$ cat src/cpu_ctl_pkg.sv
// Shared constants, types and register map of the cycle and status flag block
package cpu_ctl_pkg;

  // ***********************************************************
  // Interrupt levels
  // ***********************************************************
  localparam int unsigned LEVELS = 27;
  localparam int unsigned LVL_CHECK = 24;
  localparam int unsigned LVL_TRACE = 25;
  localparam int unsigned LVL_ENGINEER = 26;

  // ***********************************************************
  // Register offsets (byte addresses)
  // ***********************************************************
  localparam logic [7:0] OFS_CTRL = 8'h00;
  localparam logic [7:0] OFS_STATUS = 8'h04;
  localparam logic [7:0] OFS_FIELDS = 8'h08;
  localparam logic [7:0] OFS_LEVELS = 8'h0C;
  localparam logic [7:0] OFS_MASK = 8'h10;
  localparam logic [7:0] OFS_TIMER = 8'h14;

  // ***********************************************************
  // Field positions
  // ***********************************************************
  localparam int unsigned CTRL_RUN = 0;
  localparam int unsigned CTRL_STEP = 1;
  localparam int unsigned TIMER_MOD0 = 0;
  localparam int unsigned ST_FIC = 0;
  localparam int unsigned ST_SIC = 1;
  localparam int unsigned ST_IA = 2;
  localparam int unsigned ST_EXEC = 3;
  localparam int unsigned ST_FEXEC = 4;
  localparam int unsigned ST_SEXEC = 5;
  localparam int unsigned ST_TEXEC = 6;
  localparam int unsigned ST_FLAG_A = 7;
  localparam int unsigned ST_VIOL = 8;
  localparam int unsigned ST_PARITY = 9;
  localparam int unsigned ST_CARRY = 10;
  localparam int unsigned ST_OVF = 11;
  localparam int unsigned ST_TIMER_STOP = 12;
  localparam int unsigned ST_STOPPED = 13;
  localparam int unsigned ST_PHASE_LSB = 16;
  localparam int unsigned FLD_OP_LSB = 0;
  localparam int unsigned FLD_FORMAT = 5;
  localparam int unsigned FLD_TAG_LSB = 6;
  localparam int unsigned FLD_MOD8 = 8;
  localparam int unsigned FLD_MOD9 = 9;

  // ***********************************************************
  // Reset values and codes
  // ***********************************************************
  localparam logic RUN_RST = 1'b1;
  localparam logic TIMER_STOP_RST = 1'b1;
  localparam logic [LEVELS-1:0] MASK_RST = 27'h0000000;
  localparam logic [4:0] OP_CONDITIONAL_BRANCH_SKIP = 5'h09;
  localparam logic [31:0] VALID_OPS_DEFAULT = 32'hFFFF_FFFE;

  // ***********************************************************
  // Types
  // ***********************************************************
  typedef enum logic [7:0] {
    PH_ZERO = 8'h01, PH_ONE = 8'h02, PH_TWO = 8'h04, PH_THREE = 8'h08,
    PH_FOUR = 8'h10, PH_FIVE = 8'h20, PH_SIX = 8'h40, PH_SEVEN = 8'h80
  } phase_t;

  typedef struct packed {
    logic wr_gate;
    logic protect_bit;
    logic parity_sample;
    logic write_use;
    logic parity_bit;
    logic io_data_cycle;
    logic buf_reset;
  } mem_ev_t;

  typedef struct packed {
    logic arith_carry;
    logic arith_ovf;
    logic shift_left;
    logic acc_bit0;
    logic load_status;
    logic ls_bit14;
    logic ls_clr_carry;
    logic ls_set_ovf;
    logic ls_clr_ovf;
    logic shift_left_count;
    logic branch_both;
    logic shift_cnt_zero;
    logic bsc_test_carry;
    logic bsc_test_ovf;
  } dp_ev_t;

endpackage

$ cat src/cpu_cycle_and_status_flags.sv
// Instruction cycle sequencing, op fields, check flags and interrupt levels
`timescale 1ns/1ps

// Notes on behaviour
// RULE1: invalid op at phase four sets flag_a
// RULE2: write to protected word sets violation flag
// RULE3: violation outside io data raises check level
// RULE4: parity mismatch while sampling sets parity flag
// RULE5: parity error outside io data raises check
// RULE6: first cycle set at end-op phase zero
// RULE7: second cycle follows two-word first cycle
// RULE8: indirect cycle for two-word indirect instruction
// RULE9: execute set after instruction cycles until end
// RULE10: first execute lasts one cycle, then later
// RULE11: timer command bit0 starts or stops timer
// RULE12: levels 0..26 set by unmasked requests
// RULE13: branch out of interrupt clears level
// RULE14: op bits load at phase two
// RULE15: format flag loads at phase two
// RULE16: tag bits load at phase two
// RULE17: modifier 8 from buffer or interlock
// RULE18: modifier 9 marks branch out of interrupt
// RULE19: carry set conditions
// RULE20: carry clear conditions
// RULE21: overflow set and clear conditions
// RULE22: address bus gated in address cycle or stop
// RULE23: op register reset at first cycle zero
// RULE24: eight phases sequence every machine cycle
module cpu_cycle_and_status_flags #(
  parameter logic [31:0] VALID_OPS = cpu_ctl_pkg::VALID_OPS_DEFAULT
) (
  input wire logic clk_i,
  input wire logic rst_i,
  input wire logic wb_cyc_i,
  input wire logic wb_stb_i,
  input wire logic wb_we_i,
  input wire logic [7:0] wb_adr_i,
  input wire logic [3:0] wb_sel_i,
  input wire logic [31:0] wb_dat_i,
  output logic [31:0] wb_dat_o,
  output logic wb_ack_o,
  input wire logic [15:0] buffer_word_i,
  input wire cpu_ctl_pkg::mem_ev_t mem_ev_i,
  input wire cpu_ctl_pkg::dp_ev_t dp_ev_i,
  input wire logic end_op_i,
  input wire logic add_to_storage_interlock_i,
  input wire logic storage_address_cycle_i,
  input wire logic [4:0] service_level_i,
  input wire logic [cpu_ctl_pkg::LEVELS-1:0] level_request_i,
  output logic [7:0] phase_o,
  output logic first_instruction_cycle_o,
  output logic second_instruction_cycle_o,
  output logic indirect_cycle_o,
  output logic execute_cycle_o,
  output logic first_execute_cycle_o,
  output logic flag_a_o,
  output logic storage_violation_flag_o,
  output logic parity_error_flag_o,
  output logic carry_flag_o,
  output logic overflow_flag_o,
  output logic timer_a_stop_o,
  output logic [cpu_ctl_pkg::LEVELS-1:0] level_o,
  output logic address_bus_gate_o,
  output logic op_register_reset_o
);

  // Bit n in the machine's numbering, bit 0 being the most significant
  function automatic logic word_bit(input logic [15:0] w, input int unsigned n);
    word_bit = w[4'(15 - n)];
  endfunction

  function automatic logic [31:0] mask_bytes(input logic [31:0] old_v,
                                             input logic [31:0] new_v,
                                             input logic [3:0] sel);
    logic [31:0] r;
    r = old_v;
    for (int i = 0; i < 4; i++) begin
      if (sel[i]) begin
        r[i*8 +: 8] = new_v[i*8 +: 8];
      end
    end
    mask_bytes = r;
  endfunction

  // ***********************************************************
  // Register bus
  // ***********************************************************
  logic run_r;
  logic step_r;
  logic wb_ack_r;
  logic [31:0] wb_dat_r;
  logic [cpu_ctl_pkg::LEVELS-1:0] mask_r;
  logic bus_req;
  logic bus_wr;
  logic [31:0] ctrl_wv;
  logic [31:0] timer_wv;
  logic [31:0] mask_wv;

  assign bus_req = wb_cyc_i & wb_stb_i & ~wb_ack_r;
  assign bus_wr = bus_req & wb_we_i;
  assign ctrl_wv = mask_bytes({31'h0, run_r}, wb_dat_i, wb_sel_i);
  assign timer_wv = mask_bytes(32'h0, wb_dat_i, wb_sel_i);
  assign mask_wv = mask_bytes({5'h00, mask_r}, wb_dat_i, wb_sel_i);

  always_ff @(posedge clk_i) begin
    if (rst_i) begin
      wb_ack_r <= 1'b0;
    end else begin
      wb_ack_r <= bus_req;
    end
  end

  always_ff @(posedge clk_i) begin
    if (rst_i) begin
      run_r <= cpu_ctl_pkg::RUN_RST;
      step_r <= 1'b0;
    end else begin
      step_r <= 1'b0;
      if (bus_wr && wb_adr_i == cpu_ctl_pkg::OFS_CTRL) begin
        run_r <= ctrl_wv[cpu_ctl_pkg::CTRL_RUN];
        step_r <= ctrl_wv[cpu_ctl_pkg::CTRL_STEP] & wb_sel_i[0];
      end
    end
  end

  always_ff @(posedge clk_i) begin
    if (rst_i) begin
      mask_r <= cpu_ctl_pkg::MASK_RST;
    end else if (bus_wr && wb_adr_i == cpu_ctl_pkg::OFS_MASK) begin
      mask_r <= mask_wv[cpu_ctl_pkg::LEVELS-1:0];
    end
  end

  // ***********************************************************
  // Phase clock
  // ***********************************************************
  cpu_ctl_pkg::phase_t phase_r;
  cpu_ctl_pkg::phase_t phase_nxt;
  logic adv;
  logic at_zero;
  logic at_two;
  logic at_four;

  // A stopped clock advances one phase per step write
  assign adv = run_r | step_r;
  assign at_zero = adv & (phase_r == cpu_ctl_pkg::PH_ZERO);
  assign at_two = adv & (phase_r == cpu_ctl_pkg::PH_TWO);
  assign at_four = adv & (phase_r == cpu_ctl_pkg::PH_FOUR);

  always_comb begin
    case (phase_r)
      cpu_ctl_pkg::PH_ZERO: phase_nxt = cpu_ctl_pkg::PH_ONE;
      cpu_ctl_pkg::PH_ONE: phase_nxt = cpu_ctl_pkg::PH_TWO;
      cpu_ctl_pkg::PH_TWO: phase_nxt = cpu_ctl_pkg::PH_THREE;
      cpu_ctl_pkg::PH_THREE: phase_nxt = cpu_ctl_pkg::PH_FOUR;
      cpu_ctl_pkg::PH_FOUR: phase_nxt = cpu_ctl_pkg::PH_FIVE;
      cpu_ctl_pkg::PH_FIVE: phase_nxt = cpu_ctl_pkg::PH_SIX;
      cpu_ctl_pkg::PH_SIX: phase_nxt = cpu_ctl_pkg::PH_SEVEN;
      cpu_ctl_pkg::PH_SEVEN: phase_nxt = cpu_ctl_pkg::PH_ZERO;
      default: phase_nxt = cpu_ctl_pkg::PH_ZERO;
    endcase
  end

  always_ff @(posedge clk_i) begin
    if (rst_i) begin
      phase_r <= cpu_ctl_pkg::PH_ZERO;
    end else if (adv) begin
      phase_r <= phase_nxt; // RULE24
    end
  end

  // ***********************************************************
  // Instruction cycle flip-flops
  // ***********************************************************
  logic fic_r;
  logic sic_r;
  logic ia_r;
  logic exec_r;
  logic fexec_r;
  logic [1:0] exec_cnt_r;
  logic format_r;
  logic mod8_r;
  logic mod9_r;
  logic [4:0] op_r;
  logic [1:0] tag_r;
  logic sic_due;
  logic ia_due;
  logic exec_nxt;
  logic op_reset;

  assign sic_due = fic_r & format_r & ~end_op_i;
  assign ia_due = sic_r & format_r & mod8_r & ~end_op_i;
  assign exec_nxt = ~end_op_i & (exec_r | ((fic_r | sic_r | ia_r) & ~sic_due & ~ia_due));
  // The op register group clears when the next first cycle starts
  assign op_reset = at_zero & end_op_i; // RULE23

  always_ff @(posedge clk_i) begin
    if (rst_i) begin
      fic_r <= 1'b1;
      sic_r <= 1'b0;
      ia_r <= 1'b0;
      exec_r <= 1'b0;
      fexec_r <= 1'b0;
      exec_cnt_r <= 2'h0;
    end else if (at_zero) begin
      fic_r <= end_op_i; // RULE6
      sic_r <= sic_due; // RULE7
      ia_r <= ia_due; // RULE8
      exec_r <= exec_nxt; // RULE9
      fexec_r <= exec_nxt & ~exec_r; // RULE10
      if (!exec_nxt) begin
        exec_cnt_r <= 2'h0;
      end else if (exec_cnt_r != 2'h3) begin
        exec_cnt_r <= exec_cnt_r + 2'h1; // RULE10
      end
    end
  end

  // ***********************************************************
  // Op, format, tag and modifier fields
  // ***********************************************************
  always_ff @(posedge clk_i) begin
    if (rst_i || op_reset) begin
      op_r <= 5'h00;
      format_r <= 1'b0;
      tag_r <= 2'h0;
    end else if (at_two && fic_r) begin
      for (int i = 0; i < 5; i++) begin
        op_r[4-i] <= word_bit(buffer_word_i, i); // RULE14
      end
      format_r <= word_bit(buffer_word_i, 5); // RULE15
      tag_r <= {word_bit(buffer_word_i, 6), word_bit(buffer_word_i, 7)}; // RULE16
    end
  end

  always_ff @(posedge clk_i) begin
    if (rst_i) begin
      mod8_r <= 1'b0;
      mod9_r <= 1'b0;
    end else begin
      mod8_r <= mod8_r & ~op_reset;
      mod9_r <= mod9_r & ~op_reset;
      if ((at_two && fic_r && word_bit(buffer_word_i, 8)) || add_to_storage_interlock_i) begin
        mod8_r <= 1'b1; // RULE17
      end
      if (at_two && fic_r && word_bit(buffer_word_i, 9)) begin
        mod9_r <= 1'b1; // RULE18
      end
    end
  end

  // ***********************************************************
  // Check flags
  // ***********************************************************
  logic flag_a_r;
  logic viol_r;
  logic par_r;
  logic viol_set;
  logic par_set;
  logic check_raise;

  assign viol_set = mem_ev_i.wr_gate & mem_ev_i.protect_bit;
  // Odd parity: an even count including the parity bit is an error
  assign par_set = mem_ev_i.parity_sample & mem_ev_i.write_use &
                   ~(^{buffer_word_i, mem_ev_i.parity_bit});
  assign check_raise = ((viol_set & ~viol_r) | (par_set & ~par_r)) & ~mem_ev_i.io_data_cycle;

  always_ff @(posedge clk_i) begin
    if (rst_i) begin
      flag_a_r <= 1'b0;
    end else if (at_four && fic_r && !VALID_OPS[op_r]) begin
      flag_a_r <= 1'b1; // RULE1
    end else if (op_reset) begin
      flag_a_r <= 1'b0;
    end
  end

  // A set in the cycle of a buffer reset wins so no error is lost
  always_ff @(posedge clk_i) begin
    if (rst_i) begin
      viol_r <= 1'b0;
      par_r <= 1'b0;
    end else begin
      viol_r <= viol_set | (viol_r & ~mem_ev_i.buf_reset); // RULE2
      par_r <= par_set | (par_r & ~mem_ev_i.buf_reset); // RULE4
    end
  end

  // ***********************************************************
  // Carry, overflow and timer A
  // ***********************************************************
  logic carry_r;
  logic ovf_r;
  logic timer_stop_r;
  logic carry_set;
  logic carry_clr;
  logic ovf_set;
  logic ovf_clr;

  assign carry_set = dp_ev_i.arith_carry | (dp_ev_i.shift_left & dp_ev_i.acc_bit0) |
                     (dp_ev_i.load_status & dp_ev_i.ls_bit14) |
                     (dp_ev_i.shift_left_count & dp_ev_i.branch_both & ~dp_ev_i.shift_cnt_zero);
  assign carry_clr = dp_ev_i.bsc_test_carry | (dp_ev_i.load_status & dp_ev_i.ls_clr_carry) |
                     (dp_ev_i.shift_left_count & dp_ev_i.branch_both & dp_ev_i.shift_cnt_zero);
  assign ovf_set = dp_ev_i.arith_ovf | (dp_ev_i.load_status & dp_ev_i.ls_set_ovf);
  assign ovf_clr = dp_ev_i.bsc_test_ovf | (dp_ev_i.load_status & dp_ev_i.ls_clr_ovf);

  always_ff @(posedge clk_i) begin
    if (rst_i) begin
      carry_r <= 1'b0;
      ovf_r <= 1'b0;
    end else if (adv) begin
      carry_r <= carry_set | (carry_r & ~carry_clr); // RULE19 RULE20
      ovf_r <= ovf_set | (ovf_r & ~ovf_clr); // RULE21
    end
  end

  always_ff @(posedge clk_i) begin
    if (rst_i) begin
      timer_stop_r <= cpu_ctl_pkg::TIMER_STOP_RST;
    end else if (bus_wr && wb_adr_i == cpu_ctl_pkg::OFS_TIMER && wb_sel_i[0]) begin
      timer_stop_r <= ~timer_wv[cpu_ctl_pkg::TIMER_MOD0]; // RULE11
    end
  end

  // ***********************************************************
  // Interrupt levels
  // ***********************************************************
  logic [cpu_ctl_pkg::LEVELS-1:0] req_meta_r;
  logic [cpu_ctl_pkg::LEVELS-1:0] req_sync_r;
  logic [cpu_ctl_pkg::LEVELS-1:0] level_r;
  logic branch_out;

  // Ends the service routine: conditional branch with modifier 9
  assign branch_out = at_zero & end_op_i & exec_r & mod9_r &
                      (op_r == cpu_ctl_pkg::OP_CONDITIONAL_BRANCH_SKIP);

  always_ff @(posedge clk_i) begin
    if (rst_i) begin
      req_meta_r <= 27'h0000000;
      req_sync_r <= 27'h0000000;
    end else begin
      req_meta_r <= level_request_i;
      req_sync_r <= req_meta_r;
    end
  end

  generate
    for (genvar g = 0; g < cpu_ctl_pkg::LEVELS; g++) begin : g_level
      logic set_l;
      if (g == cpu_ctl_pkg::LVL_CHECK) begin : g_check
        assign set_l = (req_sync_r[g] | check_raise) & ~mask_r[g]; // RULE3 RULE5
      end else begin : g_plain
        assign set_l = req_sync_r[g] & ~mask_r[g]; // RULE12
      end
      always_ff @(posedge clk_i) begin
        if (rst_i) begin
          level_r[g] <= 1'b0;
        end else begin
          level_r[g] <= set_l |
                        (level_r[g] & ~(branch_out && service_level_i == 5'(g))); // RULE13
        end
      end
    end
  endgenerate

  // ***********************************************************
  // Output and read-back registers
  // ***********************************************************
  logic [31:0] status_v;
  logic [31:0] fields_v;

  always_comb begin
    status_v = 32'h0;
    status_v[cpu_ctl_pkg::ST_FIC] = fic_r;
    status_v[cpu_ctl_pkg::ST_SIC] = sic_r;
    status_v[cpu_ctl_pkg::ST_IA] = ia_r;
    status_v[cpu_ctl_pkg::ST_EXEC] = exec_r;
    status_v[cpu_ctl_pkg::ST_FEXEC] = fexec_r;
    status_v[cpu_ctl_pkg::ST_SEXEC] = exec_cnt_r == 2'h2;
    status_v[cpu_ctl_pkg::ST_TEXEC] = exec_cnt_r == 2'h3;
    status_v[cpu_ctl_pkg::ST_FLAG_A] = flag_a_r;
    status_v[cpu_ctl_pkg::ST_VIOL] = viol_r;
    status_v[cpu_ctl_pkg::ST_PARITY] = par_r;
    status_v[cpu_ctl_pkg::ST_CARRY] = carry_r;
    status_v[cpu_ctl_pkg::ST_OVF] = ovf_r;
    status_v[cpu_ctl_pkg::ST_TIMER_STOP] = timer_stop_r;
    status_v[cpu_ctl_pkg::ST_STOPPED] = ~run_r;
    status_v[cpu_ctl_pkg::ST_PHASE_LSB +: 8] = phase_r;
    fields_v = 32'h0;
    fields_v[cpu_ctl_pkg::FLD_OP_LSB +: 5] = op_r;
    fields_v[cpu_ctl_pkg::FLD_FORMAT] = format_r;
    fields_v[cpu_ctl_pkg::FLD_TAG_LSB +: 2] = tag_r;
    fields_v[cpu_ctl_pkg::FLD_MOD8] = mod8_r;
    fields_v[cpu_ctl_pkg::FLD_MOD9] = mod9_r;
  end

  always_ff @(posedge clk_i) begin
    if (rst_i) begin
      wb_dat_r <= 32'h0;
    end else if (bus_req && !wb_we_i) begin
      case (wb_adr_i)
        cpu_ctl_pkg::OFS_CTRL: wb_dat_r <= {31'h0, run_r};
        cpu_ctl_pkg::OFS_STATUS: wb_dat_r <= status_v;
        cpu_ctl_pkg::OFS_FIELDS: wb_dat_r <= fields_v;
        cpu_ctl_pkg::OFS_LEVELS: wb_dat_r <= {5'h00, level_r};
        cpu_ctl_pkg::OFS_MASK: wb_dat_r <= {5'h00, mask_r};
        default: wb_dat_r <= 32'h0;
      endcase
    end
  end

  // The bus gate and op reset outputs lag by one cycle, the price of registered ports
  always_ff @(posedge clk_i) begin
    if (rst_i) begin
      address_bus_gate_o <= 1'b0;
      op_register_reset_o <= 1'b0;
    end else begin
      address_bus_gate_o <= storage_address_cycle_i | ~run_r; // RULE22
      op_register_reset_o <= op_reset;
    end
  end

  assign wb_ack_o = wb_ack_r;
  assign wb_dat_o = wb_dat_r;
  assign phase_o = phase_r;
  assign first_instruction_cycle_o = fic_r;
  assign second_instruction_cycle_o = sic_r;
  assign indirect_cycle_o = ia_r;
  assign execute_cycle_o = exec_r;
  assign first_execute_cycle_o = fexec_r;
  assign flag_a_o = flag_a_r;
  assign storage_violation_flag_o = viol_r;
  assign parity_error_flag_o = par_r;
  assign carry_flag_o = carry_r;
  assign overflow_flag_o = ovf_r;
  assign timer_a_stop_o = timer_stop_r;
  assign level_o = level_r;

endmodule // cpu_cycle_and_status_flags

$ cat config.mk
export PLATFORM = sky130hd
export DESIGN_NAME = cpu_cycle_and_status_flags
export DESIGN_NICKNAME = d
export VERILOG_FILES = /design/src/cpu_ctl_pkg.sv /design/src/cpu_cycle_and_status_flags.sv
export SDC_FILE = /design/constraint.sdc
export NUM_CORES = 1
export LEC_CHECK = 0
export ABC_AREA = 1
export BUFFER_PORTS_ARGS = -buffer_cell sky130_fd_sc_hd__buf_4
export CAP_MARGIN = 40
export CORE_MARGIN = 4
export CORE_UTILIZATION = 41
export DETAILED_ROUTE_END_ITERATION = 10
export PLACE_DENSITY = 0.68
export SLEW_MARGIN = 20
export SYNTH_ARGS = -nofsm -noshare
export SYNTH_HDL_FRONTEND = slang
export SYNTH_SLANG_ARGS = --single-unit
$ cat constraint.sdc
create_clock -name clk_i -period 1.6 [get_ports clk_i]
set_input_delay 0.32 -clock clk_i [delete_from_list [all_inputs] [get_ports clk_i]]
set_output_delay 0.32 -clock clk_i [all_outputs]
set_load 0.05 [all_outputs]
Word level (Yosys, flattened, before mapping) --
Memories as Yosys holds them, arrays and structs flattened. A register that Yosys moved wholly into a read port is not among the register bits. Index checks and enable logic that the tools add are counted. W data, S select, Z words.
Word-level totals: register bits 176, latch bits 0, memory bits (writable) 0, memory bits (read-only) 32, word-level logic and storage cells 378, memories kept 1
Memories:
- (no name shown) | words 32, bits a word 1, rd ports 1, clocked after memory_dff 1, write ports 0, line cpu_cycle_and_status_flags.sv:271 | end else if (at_four && fic_r && !VALID_OPS[op_r]) begin
Cells by class: $add $sub $neg 1, $mul 0, div/mod/pow operators 0, $lt $le $gt $ge 1, eq/ne operators 43, shift-type cells 0, multiplexer cells 13, bitwise logic cells 210, reductions and logical operators 52
Operator list (count):
- $pmux W27 S5 | 1
- $and A1 B1 Y1 | 94
- $not A1 Y1 | 71
- $pmux W8 S7 | 1
- $eq A5 B5 Y1 const B | 11
- $eq A5 B4 Y1 const B | 9
- $or A1 B1 Y1 | 45
- $logic_and A1 B1 Y1 | 37
- $eq A8 B4 Y1 const B | 3
- $eq A8 B5 Y1 const B | 3
- $eq A5 B3 Y1 const B | 4
- $reduce_xor A17 Y1 | 1
- $eq A8 B3 Y1 const B | 2
- $reduce_and A2 Y1 | 6
- $eq A5 B2 Y1 const B | 2
- $mux W5 | 2
- $eq A8 B1 Y1 const B | 1
- $eq A8 B2 Y1 const B | 1
- $eq A8 B6 Y1 const B | 1
- $eq A8 B7 Y1 const B | 1
- $logic_not A8 Y1 | 1
- $lt A5 B6 Y1 const B | 1
- $mux W1 | 6
- $mux W2 | 3
- 10 further kinds | 13

Longest topological paths before layout --
depth after elaboration 10, depth in mapped cells 17, depth with buffers taken out 17

Least setup slack after synthesis --
Ideal clock, no wire load.
kind reg2reg, from register phase_r[0] (netlist: phase_o[0]), to register level_r, in the netlist level_o[24], library setup time 132 ps, arrival time 1928 ps, data required time 1468 ps, slack -460 ps, stages on the path, launching flop included 10, clock period less this slack 2060 ps, cell sequence dfxtp_1 -> inv_1 -> nor4_4 -> nand2_4 -> nor2_8 -> nand2_4 -> nor3_4 -> nand2_1 -> o21ai_1 -> a21oi_1
On the way: cells in the longest elaborated chain, start to end 10
Ends and longest elaborated chain:
- start: declaration | line cpu_cycle_and_status_flags.sv:137 | cpu_ctl_pkg::phase_t phase_r;
- start signal: assignment | line cpu_cycle_and_status_flags.sv:166 | phase_r <= cpu_ctl_pkg::PH_ZERO;
- start signal: assignment | line cpu_cycle_and_status_flags.sv:168 | phase_r <= phase_nxt;
- $eq A8 B1 Y1 | line cpu_cycle_and_status_flags.sv:146 | assign at_zero = adv & (phase_r == cpu_ctl_pkg::PH_ZERO);
- $and A1 B1 Y1 | line cpu_cycle_and_status_flags.sv:146
- $and A1 B1 Y1 (4 in series) | line cpu_cycle_and_status_flags.sv:335 | assign branch_out = at_zero & end_op_i & exec_r & mod9_r &
- $logic_and A1 B1 Y1 | line cpu_cycle_and_status_flags.sv:361 | (level_r[g] & ~(branch_out && service_level_i == 5'(g)));
- $not A1 Y1 | line cpu_cycle_and_status_flags.sv:361
- $and A1 B1 Y1 | line cpu_cycle_and_status_flags.sv:361
- $or A1 B1 Y1 | line cpu_cycle_and_status_flags.sv:360 | level_r[g] <= set_l |
- end signal: indexed assignment | line cpu_cycle_and_status_flags.sv:360
- end: declaration | line cpu_cycle_and_status_flags.sv:331 | logic [cpu_ctl_pkg::LEVELS-1:0] level_r;
Every way passes these cells. A chain may end at the register's enable or synchronous reset.

Worst setup path in the final report --
from register phase_r[4] (netlist: phase_o[4]), to register level_r, in the netlist level_o[5]
Same word-level chain as after synthesis.

==> flow_summary.toml <==
[die]
core_sq_um = 16800
rows = 47
start_util = 0.423
die_area_sq_um = 19500
die_height_microns = 140
die_w_microns = 140
ios = 202

[cells_and_area]
diodes = 0
fillers = 1536
final_util = 0.598
final_nets = 1336
drive_above_1_share = 0.301
area_delta_synth_final_pct = 41.3
final_cells = 1446

[drt]
via_per_inst = 4.83
vias = 6987
drc = 0
wl_per_cell_microns = 15.0
firstDrtPassIters = 6
antenna_left = 0
wl_mm = 21.7
drt_iter0_drc = 458

[logic_synthesis]
muxShareOfSynthArea = 0
yosysWarnings = 0
synth-seq-cells = 172
synth-simple-area-share = 0.231
synth-seq-area-share = 0.486
yosysUniqueCellTypes = 43
yosys.area_share.adder = 0.00353
synth_cells = 951
synthFlopType = "dfxtp_1"
async_flop_share = 0
synth_top_family_by_area = "simple AND/OR/NAND/NOR gates"
synth_compound_area_frac = 0.171
synth_edf_count = 0
synthXorXnorAreaFrac = 0.00494
syn_area_per_cell_sq_um = 7.46
syn_area_sq_um = 7090

[hold_path]
hold_class = "in -> reg"
min_path_cells = 3
min_from = "level_request_i[22]"
hold_end = "req_meta_r[22]"

[grt]
grt_overflow = 0
grt_usage = 0.214
grt_pass1_vias = 6440
antenna_found_initial = 0
grt_pass1_wl_mm = 33.1
grt_max_degree = 125

[sta]
skew_ns = 0.0137
fin_ws_ns = -0.160
drv_slew = 0
fmax_mhz = 568
final-setup-viol-count = 34
hold_viol = 0
rsz0062_at_grt = "yes"
worst_pin_slew_ns = 0.533
finalCriticalPeriod_ns = 1.76
maxSlewHeadroom = 0.644
timing.final.crit_share = 1.10

[place]
hpwlAfterDp_mm = 16.9
dpl_worst_slack_ns = -0.197
dp.cells = 1411
numPortBuffers = 191
gp_congestion = 0.902

[clocking]
cts.clk_slew.worst_paths_ns = 0.07
root_buffer = "clkbuf_16"
cts_sinks = 172
htree_num_levels = 4
cts_tree = "built"
cts_hold_buf = 0
clk_latency_ns = 0.43
clockBufferDepth = 2
numCtsBuffers = 17

[setup_path]
crit_fanout = 5
cp.arrival_ns = 2.05
worstReg2RegStart = "phase_o[4]"
r2r_cells = 10
crit_type = "reg -> reg"
worstReg2RegEnd = "level_o[5]"
worst_setup_path_end_kind = "flop"
cp.required_ns = 1.89
crit_path_start_kind = "flop"
r2r_slack_ns = -0.16

[status]
failed_checks = "setup timing"
outcome = "finished with violations"

[power]
power.switching_w = 0.00282
pwr-share-seq = 0.457
leakagePower_nw = 4.50
internal_power_w = 0.00714
clkPwrFrac = 0.386
ir_drop_mv = 0.738
pwr_density_cell_nw_per_um2 = 994
switching_share = 0.283
pwr-share-comb = 0.158

[run]
cap_violations = 0
## timing repair
item / CTS / global route
resized for setup: 10 / 17
setup endpoints to repair: 35 / 49
buffers inserted: 1 / 2
pin swaps: 2 / 5
## logic make-up after synthesis
family | after synthesis
AO/OA/AOI/OAI | 216
XOR/XNOR | 4
adder cells (fa/ha/maj) | 2
buffers and inverters | 183
flip-flops | 172
other | 1
AND/OR/NAND/NOR | 373
## how the worst max path moves through the flow
stage / startpoint / to / slack (ns) / depth (start not counted)
2_1_floorplan: phase_o[7] / level_o[24] / -0.10 / 10
3_3_place_gp: wb_adr_i[7] / wb_dat_o[7] / -0.25 / 10
3_5_place_dp: wb_adr_i[1] / wb_dat_o[21] / -0.20 / 10
4_1_cts: phase_o[4] / level_o[17] / -0.15 / 10
5_1_grt: phase_o[4] / level_o[2] / -0.29 / 10
6_report: phase_o[4] / level_o[5] / -0.16 / 10
## layer usage
layer	up-vias	wire length, microns	GRT usage
li1	3568	-	-
met1	3137	9430	0.275
met2	244	10200	0.355
met3	38	1580	0.0542
met4	0	565	0.0680
met5	-	0	0
## power by group through the flow
stage               combinational [W]  clock (W)  sequential, W
detailed placement            0.00151          0        0.00464
floorplan                    0.000554          0        0.00490
global route                  0.00169    0.00410        0.00456
CTS                           0.00153    0.00390        0.00455
finish                        0.00157    0.00384        0.00455
global placement              0.00149          0        0.00464
## area by class of cell
cell class | instances | area (sq um) | area share
Sequential cell | 172 | 3470 | 0.347
Multi-Input combinational cell | 600 | 3020 | 0.302
Timing Repair Buffer | 279 | 2150 | 0.214
Inverter | 143 | 548 | 0.0547
Clock buffer | 19 | 443 | 0.0442
Tap cell | 220 | 275 | 0.0275
Clock inverter | 13 | 108 | 0.0107
## critical path, cell delays in order, from the launching register on
cell	delay (ns)
dfxtp_4	0.35
nor2_4	0.13
nand2_4	0.07
nor4_4	0.20
nand2_4	0.11
nor2_8	0.13
nand2_8	0.09
nor3_4	0.17
nand2_1	0.13
o21ai_1	0.15
a21oi_1	0.07
## cells in the final DEF, fill, tap and decap left out, types with 8 or more instances in the layout
| cell type | n |
|---|---|
| o221ai_1 | 8 |
| a21oi_1 | 103 |
| dfxtp_1 | 163 |
| buf_4 | 272 |
| clkbuf_16 | 17 |
| o21ai_1 | 32 |
| o2111ai_1 | 9 |
| nand3_1 | 12 |
| inv_1 | 132 |
| nor2_1 | 74 |
| o21ai_0 | 38 |
| nand2_1 | 240 |
## metrics by stage
| step | TNS (ns) | hold WS, ns | cell area, sq um | power [W] |
|---|---|---|---|---|
| after detailed placement | -11.94 | 0.393 | 9350 | 0.00615 |
| after CTS | -2.97 | 0.0730 | 9960 | 0.00998 |
| after global placement | -13.25 | 0.390 | 9350 | 0.00612 |
| after floorplan | -2.02 | 0.388 | 7170 | 0.00546 |
| final | -3.07 | 0.0882 | 10000 | 0.00996 |
| after global routing | -8.73 | 0.0851 | 10000 | 0.0104 |
## sequential cells by signal, summed over array words and instances (netlist names), 2 cells and up, named ones only
| name | flops |
|---|---|
| phase_o | 8 |
| op_r | 5 |
| mask_r | 27 |
| req_meta_r | 27 |
| level_o | 27 |
| req_sync_r | 27 |
| tag_r | 2 |
| wb_dat_o | 27 |
| exec_cnt_r | 2 |
## cell usage after synthesis (all sizes together), types with 6 or more instances
master | n | share of area
inv | 141 | 0.075
nand3 | 12 | 0.0085
o211ai | 6 | 0.0064
o21ai | 74 | 0.053
dfxtp | 172 | 0.49
nor2 | 84 | 0.051
buf | 17 | 0.016
clkbuf | 23 | 0.012
nand4 | 7 | 0.0062
a21oi | 108 | 0.078
nor3 | 10 | 0.011
o2111ai | 9 | 0.011
o221ai | 8 | 0.0099
nor4 | 9 | 0.016
nand2 | 250 | 0.14
No activity file was read; power rests on OpenSTA's default activity.
